--- src/rtl/gpdr_pkg.sv ---
// Constants for the eight-pin port data registers
package gpdr_pkg;
  localparam int unsigned NPIN = 8;
  localparam int unsigned SCW  = 3;
  localparam int unsigned IDXW = 5;
  localparam int unsigned IDX_LO = 2;
  localparam int unsigned IDX_HI = IDX_LO + IDXW - 1;
  localparam int unsigned SC_TOP = NPIN * SCW - 1;
  // Register indices; byte address is four times the index
  localparam logic [IDXW-1:0] IDX_DIR     = 5'h00;
  localparam logic [IDXW-1:0] IDX_DIR_SET = 5'h01;
  localparam logic [IDXW-1:0] IDX_DIR_CLR = 5'h02;
  localparam logic [IDXW-1:0] IDX_DIR_TGL = 5'h03;
  localparam logic [IDXW-1:0] IDX_LVL     = 5'h04;
  localparam logic [IDXW-1:0] IDX_LVL_SET = 5'h05;
  localparam logic [IDXW-1:0] IDX_LVL_CLR = 5'h06;
  localparam logic [IDXW-1:0] IDX_LVL_TGL = 5'h07;
  localparam logic [IDXW-1:0] IDX_SAMPLED = 5'h08;
  localparam logic [IDXW-1:0] IDX_FLAGS   = 5'h09;
  localparam logic [IDXW-1:0] IDX_SENSE   = 5'h10;
  // Reset values
  localparam logic [NPIN-1:0]   RST_BYTE  = 8'h00;
  localparam logic [SC_TOP:0]   RST_SENSE = 24'h000000;
  localparam logic [31:0]       RD_ZERO   = 32'h00000000;
  // Sense-configuration codes
  localparam logic [SCW-1:0] SC_NOINT = 3'h0;
  localparam logic [SCW-1:0] SC_BOTH  = 3'h1;
  localparam logic [SCW-1:0] SC_RISE  = 3'h2;
  localparam logic [SCW-1:0] SC_FALL  = 3'h3;
  localparam logic [SCW-1:0] SC_INDIS = 3'h4;
  localparam logic [SCW-1:0] SC_LOW   = 3'h5;
  // Bus signalling
  localparam int unsigned HTRANS_ACT = 1;
  localparam logic [1:0]  HRESP_OKAY = 2'h0;
  typedef enum logic [3:0] {
    GPDR_ST_IDLE = 4'b0001,
    GPDR_ST_WR   = 4'b0010,
    GPDR_ST_RD   = 4'b0100,
    GPDR_ST_RDO  = 4'b1000
  } gpdr_state_t;
endpackage

--- src/rtl/gpdr_port.sv ---
// Eight-pin port data registers behind an AHB-Lite slave
//
// Summary of operation
// - Driver-enable bit 0 disables pin output driver, 1 enables it.
// - Driver enable never touches input buffer; only sense code does.
// - Driver-enable-set write: ones set enable bits, zeros ignored.
// - Driver-enable-clear write: ones clear enable bits, zeros ignored.
// - Driver-enable-toggle write: ones invert enable bits, zeros ignored.
// - Reading driver-enable aliases returns the driver-enable register.
// - Drive-level bit sets pin level, visible only while driver enabled.
// - Drive-level-set write: ones set level bits, zeros ignored.
// - Drive-level-clear write: ones clear level bits, zeros ignored.
// - Drive-level-toggle write: ones invert level bits, zeros ignored.
// - Reading drive-level aliases returns the drive-level register.
// - Sampled levels show pins; writing ones there inverts drive levels.
// - With input buffer off, pin is not sampled; bit holds.
// - Event flag sets when pin matches its sense condition.
// - Writing one clears an event flag; zeros ignored.
// - Sense 0 no event buffer on; 1 both, 2 rising, 3 falling edges.
// - Sense 4 disables event and input buffer; codes above 5 reserved.
// - Sense 5 re-raises the flag every cycle while pin stays low.
// - Interrupt request stands while any enabled pin flag is set.
`timescale 1ns/1ps
module gpdr_port (
  input  wire logic        hclk,
  input  wire logic        hresetn,
  input  wire logic        clk_en,
  input  wire logic        hsel,
  input  wire logic [31:0] haddr,
  input  wire logic [1:0]  htrans,
  input  wire logic        hwrite,
  input  wire logic [2:0]  hsize,
  input  wire logic [31:0] hwdata,
  input  wire logic        hready,
  output logic      [31:0] hrdata,
  output logic             hreadyout,
  output logic      [1:0]  hresp,
  input  wire logic [7:0]  pin_in,
  output logic      [7:0]  pin_out,
  output logic      [7:0]  pin_oe,
  output logic             irq
);

  localparam int unsigned NP = gpdr_pkg::NPIN;
  localparam int unsigned SW = gpdr_pkg::SCW;
  localparam int unsigned IW = gpdr_pkg::IDXW;

  gpdr_pkg::gpdr_state_t st_q;
  gpdr_pkg::gpdr_state_t st_d;

  logic [IW-1:0]   idx_q;
  logic            accept;
  logic            wr;
  logic [NP-1:0]   wdat;
  logic [31:0]     rd_val;
  logic [31:0]     hrdata_q;
  logic            hreadyout_q;

  logic [NP-1:0]   dir_q;
  logic [NP-1:0]   dir_d;
  logic [NP-1:0]   lvl_q;
  logic [NP-1:0]   lvl_d;
  logic [gpdr_pkg::SC_TOP:0] sense_q;
  logic [gpdr_pkg::SC_TOP:0] sense_d;

  logic [NP-1:0]   sync1_q;
  logic [NP-1:0]   sync2_q;
  logic [NP-1:0]   samp_q;
  logic [NP-1:0]   flag_q;
  logic [NP-1:0]   flag_d;
  logic [NP-1:0]   buf_en;
  logic [NP-1:0]   int_en;
  logic [NP-1:0]   lvl_mode;
  logic [NP-1:0]   ev;
  logic [NP-1:0]   clr;
  logic            irq_q;

  // hsize is not checked: only whole-word transfers are used
  assign accept = hsel & htrans[gpdr_pkg::HTRANS_ACT] & hready;
  assign wr     = (st_q == gpdr_pkg::GPDR_ST_WR);
  assign wdat   = hwdata[NP-1:0];

  // Reads take one wait state so a write in the data phase just
  // before is already stored when the read value is captured
  always_comb begin
    st_d = st_q;
    unique case (st_q)
      gpdr_pkg::GPDR_ST_IDLE,
      gpdr_pkg::GPDR_ST_WR,
      gpdr_pkg::GPDR_ST_RDO: begin
        if (accept) begin
          st_d = hwrite ? gpdr_pkg::GPDR_ST_WR : gpdr_pkg::GPDR_ST_RD;
        end else begin
          st_d = gpdr_pkg::GPDR_ST_IDLE;
        end
      end
      gpdr_pkg::GPDR_ST_RD: begin
        st_d = gpdr_pkg::GPDR_ST_RDO;
      end
    endcase
  end

  always_ff @(posedge hclk or negedge hresetn) begin
    if (!hresetn) begin
      st_q <= gpdr_pkg::GPDR_ST_IDLE;
    end else if (clk_en) begin
      st_q <= st_d;
    end
  end

  always_ff @(posedge hclk or negedge hresetn) begin
    if (!hresetn) begin
      idx_q <= gpdr_pkg::IDX_DIR;
    end else if (clk_en && accept) begin
      idx_q <= haddr[gpdr_pkg::IDX_HI:gpdr_pkg::IDX_LO];
    end
  end

  always_ff @(posedge hclk or negedge hresetn) begin
    if (!hresetn) begin
      hreadyout_q <= 1'b1;
    end else if (clk_en) begin
      hreadyout_q <= (st_d != gpdr_pkg::GPDR_ST_RD);
    end
  end

  // Read mux; unmapped indices read as zero
  always_comb begin
    rd_val = gpdr_pkg::RD_ZERO;
    case (idx_q)
      gpdr_pkg::IDX_DIR,
      gpdr_pkg::IDX_DIR_SET,
      gpdr_pkg::IDX_DIR_CLR,
      gpdr_pkg::IDX_DIR_TGL: rd_val[NP-1:0] = dir_q;
      gpdr_pkg::IDX_LVL,
      gpdr_pkg::IDX_LVL_SET,
      gpdr_pkg::IDX_LVL_CLR,
      gpdr_pkg::IDX_LVL_TGL: rd_val[NP-1:0] = lvl_q;
      gpdr_pkg::IDX_SAMPLED: rd_val[NP-1:0] = samp_q;
      gpdr_pkg::IDX_FLAGS:   rd_val[NP-1:0] = flag_q;
      gpdr_pkg::IDX_SENSE:   rd_val[gpdr_pkg::SC_TOP:0] = sense_q;
      default: ;
    endcase
  end

  always_ff @(posedge hclk or negedge hresetn) begin
    if (!hresetn) begin
      hrdata_q <= gpdr_pkg::RD_ZERO;
    end else if (clk_en && st_q == gpdr_pkg::GPDR_ST_RD) begin
      hrdata_q <= rd_val;
    end
  end

  // Driver enable and its aliases
  always_comb begin
    dir_d = dir_q;
    if (wr) begin
      case (idx_q)
        gpdr_pkg::IDX_DIR:     dir_d = wdat;
        gpdr_pkg::IDX_DIR_SET: dir_d = dir_q | wdat;
        gpdr_pkg::IDX_DIR_CLR: dir_d = dir_q & ~wdat;
        gpdr_pkg::IDX_DIR_TGL: dir_d = dir_q ^ wdat;
        default: ;
      endcase
    end
  end

  always_ff @(posedge hclk or negedge hresetn) begin
    if (!hresetn) begin
      dir_q <= gpdr_pkg::RST_BYTE;
    end else if (clk_en) begin
      dir_q <= dir_d;
    end
  end

  // Drive level; a write of ones to the sampled register inverts it
  always_comb begin
    lvl_d = lvl_q;
    if (wr) begin
      case (idx_q)
        gpdr_pkg::IDX_LVL:     lvl_d = wdat;
        gpdr_pkg::IDX_LVL_SET: lvl_d = lvl_q | wdat;
        gpdr_pkg::IDX_LVL_CLR: lvl_d = lvl_q & ~wdat;
        gpdr_pkg::IDX_LVL_TGL: lvl_d = lvl_q ^ wdat;
        gpdr_pkg::IDX_SAMPLED: lvl_d = lvl_q ^ wdat;
        default: ;
      endcase
    end
  end

  always_ff @(posedge hclk or negedge hresetn) begin
    if (!hresetn) begin
      lvl_q <= gpdr_pkg::RST_BYTE;
    end else if (clk_en) begin
      lvl_q <= lvl_d;
    end
  end

  always_comb begin
    sense_d = sense_q;
    if (wr && idx_q == gpdr_pkg::IDX_SENSE) begin
      sense_d = hwdata[gpdr_pkg::SC_TOP:0];
    end
  end

  always_ff @(posedge hclk or negedge hresetn) begin
    if (!hresetn) begin
      sense_q <= gpdr_pkg::RST_SENSE;
    end else if (clk_en) begin
      sense_q <= sense_d;
    end
  end

  // Pin outputs come straight from the registers; the pad
  // drives the level only while its enable is high
  assign pin_out = lvl_q;
  assign pin_oe  = dir_q;

  // Pins are asynchronous, so two flops before any use
  always_ff @(posedge hclk or negedge hresetn) begin
    if (!hresetn) begin
      sync1_q <= gpdr_pkg::RST_BYTE;
      sync2_q <= gpdr_pkg::RST_BYTE;
    end else if (clk_en) begin
      sync1_q <= pin_in;
      sync2_q <= sync1_q;
    end
  end

  assign clr = (wr && idx_q == gpdr_pkg::IDX_FLAGS) ? wdat : '0;

  // Per-pin sense decode; the last sampled level is the edge
  // reference, so a pin re-enabled after sense 4 may see an edge
  for (genvar i = 0; i < NP; i++) begin : g_pin
    logic [SW-1:0] sc;
    assign sc = sense_q[i*SW +: SW];
    assign buf_en[i] = (sc != gpdr_pkg::SC_INDIS);
    assign lvl_mode[i] = (sc == gpdr_pkg::SC_LOW);
    always_comb begin
      ev[i]     = 1'b0;
      int_en[i] = 1'b1;
      case (sc)
        gpdr_pkg::SC_BOTH: ev[i] = sync2_q[i] ^ samp_q[i];
        gpdr_pkg::SC_RISE: ev[i] = sync2_q[i] & ~samp_q[i];
        gpdr_pkg::SC_FALL: ev[i] = ~sync2_q[i] & samp_q[i];
        gpdr_pkg::SC_LOW:  ev[i] = ~sync2_q[i];
        default:           int_en[i] = 1'b0;
      endcase
    end
    // Set wins over a clear in the same cycle
    assign flag_d[i] = ev[i] | (flag_q[i] & ~clr[i]);
    always_ff @(posedge hclk or negedge hresetn) begin
      if (!hresetn) begin
        samp_q[i] <= 1'b0;
      end else if (clk_en && buf_en[i]) begin
        samp_q[i] <= sync2_q[i];
      end
    end
  end

  always_ff @(posedge hclk or negedge hresetn) begin
    if (!hresetn) begin
      flag_q <= gpdr_pkg::RST_BYTE;
    end else if (clk_en) begin
      flag_q <= flag_d;
    end
  end

  // Registered one cycle behind the flags to keep the output a flop
  always_ff @(posedge hclk or negedge hresetn) begin
    if (!hresetn) begin
      irq_q <= 1'b0;
    end else if (clk_en) begin
      irq_q <= |(flag_q & int_en);
    end
  end

  assign irq       = irq_q;
  assign hrdata    = hrdata_q;
  assign hreadyout = hreadyout_q;
  assign hresp     = gpdr_pkg::HRESP_OKAY;

  property p_dir_set;
    @(posedge hclk) disable iff (!hresetn)
    (clk_en && wr && idx_q == gpdr_pkg::IDX_DIR_SET)
    |=> ((pin_oe & $past(wdat)) == $past(wdat));
  endproperty
  a_dir_set: assert property (p_dir_set) else $error("enable set lost");

  property p_dir_clr;
    @(posedge hclk) disable iff (!hresetn)
    (clk_en && wr && idx_q == gpdr_pkg::IDX_DIR_CLR)
    |=> ((pin_oe & $past(wdat)) == '0);
  endproperty
  a_dir_clr: assert property (p_dir_clr) else $error("enable clear lost");

  property p_dir_tgl;
    @(posedge hclk) disable iff (!hresetn)
    (clk_en && wr && idx_q == gpdr_pkg::IDX_DIR_TGL)
    |=> (pin_oe == ($past(pin_oe) ^ $past(wdat)));
  endproperty
  a_dir_tgl: assert property (p_dir_tgl) else $error("enable toggle wrong");

  property p_lvl_tgl;
    @(posedge hclk) disable iff (!hresetn)
    (clk_en && wr && (idx_q == gpdr_pkg::IDX_LVL_TGL
      || idx_q == gpdr_pkg::IDX_SAMPLED))
    |=> (pin_out == ($past(pin_out) ^ $past(wdat)));
  endproperty
  a_lvl_tgl: assert property (p_lvl_tgl) else $error("level toggle wrong");

  property p_lvl_set;
    @(posedge hclk) disable iff (!hresetn)
    (clk_en && wr && idx_q == gpdr_pkg::IDX_LVL_SET)
    |=> ((pin_out & $past(wdat)) == $past(wdat));
  endproperty
  a_lvl_set: assert property (p_lvl_set) else $error("level set lost");

  property p_lvl_clr;
    @(posedge hclk) disable iff (!hresetn)
    (clk_en && wr && idx_q == gpdr_pkg::IDX_LVL_CLR)
    |=> ((pin_out & $past(wdat)) == '0);
  endproperty
  a_lvl_clr: assert property (p_lvl_clr) else $error("level clear lost");

  property p_alias_rd;
    @(posedge hclk) disable iff (!hresetn)
    (clk_en && st_q == gpdr_pkg::GPDR_ST_RD
      && idx_q == gpdr_pkg::IDX_DIR_CLR)
    |=> (hreadyout && hrdata[NP-1:0] == pin_oe);
  endproperty
  a_alias_rd: assert property (p_alias_rd) else $error("alias read wrong");

  property p_hold;
    @(posedge hclk) disable iff (!hresetn)
    (clk_en && !(&buf_en))
    |=> (((samp_q ^ $past(samp_q)) & ~$past(buf_en)) == '0);
  endproperty
  a_hold: assert property (p_hold) else $error("sample moved");

  property p_low_level;
    @(posedge hclk) disable iff (!hresetn)
    (clk_en && |(lvl_mode & ~sync2_q))
    |=> ((flag_q & $past(lvl_mode & ~sync2_q)) == $past(lvl_mode & ~sync2_q));
  endproperty
  a_low_level: assert property (p_low_level) else $error("level event lost");

  property p_quiet;
    @(posedge hclk) disable iff (!hresetn)
    (clk_en && !(&int_en))
    |=> ((flag_q & ~$past(flag_q) & ~$past(int_en)) == '0);
  endproperty
  a_quiet: assert property (p_quiet) else $error("flag without event");

  property p_set_wins;
    @(posedge hclk) disable iff (!hresetn)
    (clk_en && ev[0]) |=> flag_q[0];
  endproperty
  a_set_wins: assert property (p_set_wins) else $error("event lost");

  property p_w1c;
    @(posedge hclk) disable iff (!hresetn)
    (clk_en && clr[1] && !ev[1]) |=> !flag_q[1];
  endproperty
  a_w1c: assert property (p_w1c) else $error("flag not cleared");

  property p_irq;
    @(posedge hclk) disable iff (!hresetn)
    (clk_en && flag_q[2] && int_en[2]) |=> irq;
  endproperty
  a_irq: assert property (p_irq) else $error("irq missing");

endmodule

--- config.mk ---
export PLATFORM = sky130hd
export DESIGN_NAME = gpdr_port
export DESIGN_NICKNAME = d
export VERILOG_FILES = /design/src/rtl/gpdr_pkg.sv /design/src/rtl/gpdr_port.sv
export SDC_FILE = /design/constraint.sdc
export NUM_CORES = 1
export LEC_CHECK = 0
export BUFFER_PORTS_ARGS = -buffer_cell sky130_fd_sc_hd__buf_2
export CORE_UTILIZATION = 59
export CTS_CLUSTER_SIZE = 40
export DETAILED_ROUTE_END_ITERATION = 12
export GPL_ROUTABILITY_DRIVEN = 0
export PLACE_DENSITY = 0.84
export SLEW_MARGIN = 10
export SYNTH_ARGS = -nofsm -noshare
export SYNTH_HDL_FRONTEND = slang
export SYNTH_SLANG_ARGS = --single-unit
--- constraint.sdc ---
create_clock -name hclk -period 4.1 [get_ports hclk]
set_clock_uncertainty 0.1 [all_clocks]
set_input_delay 0.82 -clock hclk [delete_from_list [all_inputs] [get_ports hclk]]
set_output_delay 0.82 -clock hclk [all_outputs]
set_load 0.02 [all_outputs]
==> metrics.txt <==
Post-Syn Area just over 0.006 mm2; Post-synth EDFFs 0; Max Slew Vio Count 0; initial antenna violation count 0; Overall Global Routing Usage around 28%; register bit count reported by yosys about 110; drt via density 6.00; Synth Flop Type dfrtp_1; TritonCTS buffer count 9; DIE AREA about 0.011 mm2; Initial DRC Count between 300 and 400; Worst-Skew Late Latency 0.39 ns; Layout area overhead 11.0%; WL/cell around 18 um; worst-path fanout max 22; 1st-pass router iterations 5; Leak Pwr ~3.4 nW; via count between 4000 and 5000; Fin Hold WS around 0.4 ns; Site Rows 36; PortBufs between 80 and 90; setup total negative slack 0 ns; synth warn 0; Mean Syn Cell Area around 10 um2; Core Area approximately 0.01 mm2; layout cell share with drive strength beyond 1 a little over a fifth; grt ovf 0; fraction of registers with async set/reset 100%; Worst-Margin Slew ~1.1 ns; post-CTS setup buffer count 0; largest net degree at the start of global routing 81; status complete, no violations; Slew Limit Headroom approximately a quarter; clk slew on worst S/H paths approximately 0.11 ns; crit path DAT 3.00 ns; number of diodes 0; startpoint type of the worst setup path register; Ports between 100 and 150; register cell area after layout 0.00268 mm2; Hold Buf Count CTS 0; PD cells 373 mW/mm2; Final nets between 800 and 900; WP data required roughly 4.3 ns; maximum vdd drop around 0.24 mV; Fin. Hold Viols 0; initial core utilization just over 60%; dpl hpwl ~10 mm; dpl cells approximately 800; # H-tree levels 3; Tcrit/Tclk final between 60% and 70%; sequential element share of the synthesized area about 43%; Filler cells around 730; CTS max path bufs 2; number of max-cap violations 0; Post-Synthesis Cells 615; ANT nets after route 0; CTS root buf clkbuf_8; CP Capture Type register; chip height ~100 um; post-route minimum period between 2 and 3 ns; DP Area 0.00662 mm2; Max Fclk 353 MHz; vias in the first global route about 5000; footprint of the multi-input gates around 0.003 mm2; first-pass GRT wire length between 20 and 25 mm; HP Class register to register; width of the die roughly 100 um; Cell Count, Final, Fillers Out 823; synth unique cells 47; RSZ-0062 raised after global routing false; # clock sinks approximately 110; DRC 0; WL final approximately 15 mm; PostCTS Resize Cnt 0; WS Path Type register to register; CTS tree yes; final setup vio count 0; Design Area, Final between 0.006 and 0.007 mm2
-- power by group --
group          leakage, nW  switching, mW  internal [mW]
Clock                0.118          0.394          0.356
Combinational         1.87          0.340          0.234
Sequential            1.39         0.0916           1.14
Total                 3.38          0.826           1.73
-- stage by stage --
step           power (mW)  setup slack [ns]  utilization [%]
2_1_floorplan        1.64              1.83                -
3_3_place_gp         1.78              1.29             66.5
3_5_place_dp         1.82              1.21             66.5
4_1_cts              2.56              1.29             68.9
5_1_grt              2.67              1.14             68.9
6_report             2.56              1.26             68.9
-- worst max-delay path, cell delays in order (launching register included) --
cell and delay (ns):
dfrtp_1 0.71, and2b_1 0.40, inv_1 0.11, or3_1 0.71, buf_4 0.36, mux2_1 0.33
-- worst paths after layout --
kind | to | cells past startpoint | slack, ns | startpoint
worst max-delay path | sense_q[20] | 5 | 1.26 | idx_q[4]
worst min register to register | hrdata[1] | 2 | 0.39 | hrdata[1]
min in group asynchronous | hrdata[8] | 1 | 0.50 | hresetn
worst max register to register | sense_q[20] | 5 | 1.26 | idx_q[4]
max in group asynchronous | sync2_q[5] | 2 | 2.54 | hresetn
worst min-delay path | hrdata[1] | 2 | 0.39 | hrdata[1]
-- logic make-up after synthesis --
group,synth area share (%)
and+or+nand+nor,8.98
buffers and inverters,8.06
adders and majority gates,9.73
DFF,43.4
AOI/OAI and AO/OA,18.4
muxes,11.3
other,0.0607
-- cells in the mapped netlist, types with 3 or more instances --
library cell,n,area [um2]
mux2_4,10,150
a22oi_1,9,67.6
a211oi_1,8,60.1
buf_2,5,25.0
a32o_1,3,30.0
mux2_1,4,45.0
or3_1,4,25.0
mux4_2,8,180
nand2b_1,8,50.1
mux2_2,11,124
nor2_1,32,120
clkbuf_1,21,78.8
buf_4,10,75.1
a22o_1,31,272
inv_1,68,255
o31ai_1,12,90.1
nand2_1,63,236
a21oi_1,44,220
buf_6,5,56.3
mux2i_1,20,200
dfrtp_1,105,2630
ha_1,48,601
nor2b_1,4,25.0
o21ai_0,46,230
o22ai_1,7,43.8
-- sequential cells by signal, indices dropped and copies added (netlist names), 4 cells and up --
signal and count:
hrdata 24, sense_q 24, flag_q 8, pin_oe 8, pin_out 8, samp_q 8, sync1_q 8, sync2_q 8
idx_q 5, st_q 4
-- final cells by class --
| type | instances | share of cell area (%) |
|---|---|---|
| repair buffers | 93 | 7.12 |
| flip-flops and latches | 107 | 39.1 |
| multi-input cells | 406 | 44.2 |
| clock buffers | 9 | 1.81 |
| inverters | 68 | 3.72 |
| well taps | 133 | 2.43 |
| clock inverters | 7 | 1.61 |
-- cell usage in the layout, fill, tap and decap left out, types with 2 or more instances in the layout --
cell         n
ha_1        48
inv_1       68
dfstp_2      2
bufinv_16    2
or3_1        4
a211o_1      2
nand4_1      2
mux2_2      11
a32o_1       3
nand2_1     63
clkbuf_8     9
nor2_1      32
buf_4        9
mux2_4      10
dfrtp_1    105
o31ai_2      2
conb_1      10
o22ai_1      7
a22o_1      31
nand2b_1     8
a211oi_1     8
o211ai_1     2
mux2_1       4
mux2i_1     20
buf_2       84
nor2b_1      4
o31ai_1     12
a221oi_1     2
mux4_2       8
o21ai_0     46
a22oi_1      9
a21oi_1     44
-- metal layers --
| metal | part of all wire (%) | global-route usage, % |
|---|---|---|
| met1 | 40 | 34.6 |
| met2 | 50 | 48.0 |
| met3 | 5.5 | 4.51 |
| met4 | 3.7 | 15.1 |
| met5 | 0 | 0 |
No activity file was read; power rests on OpenSTA's default activity.
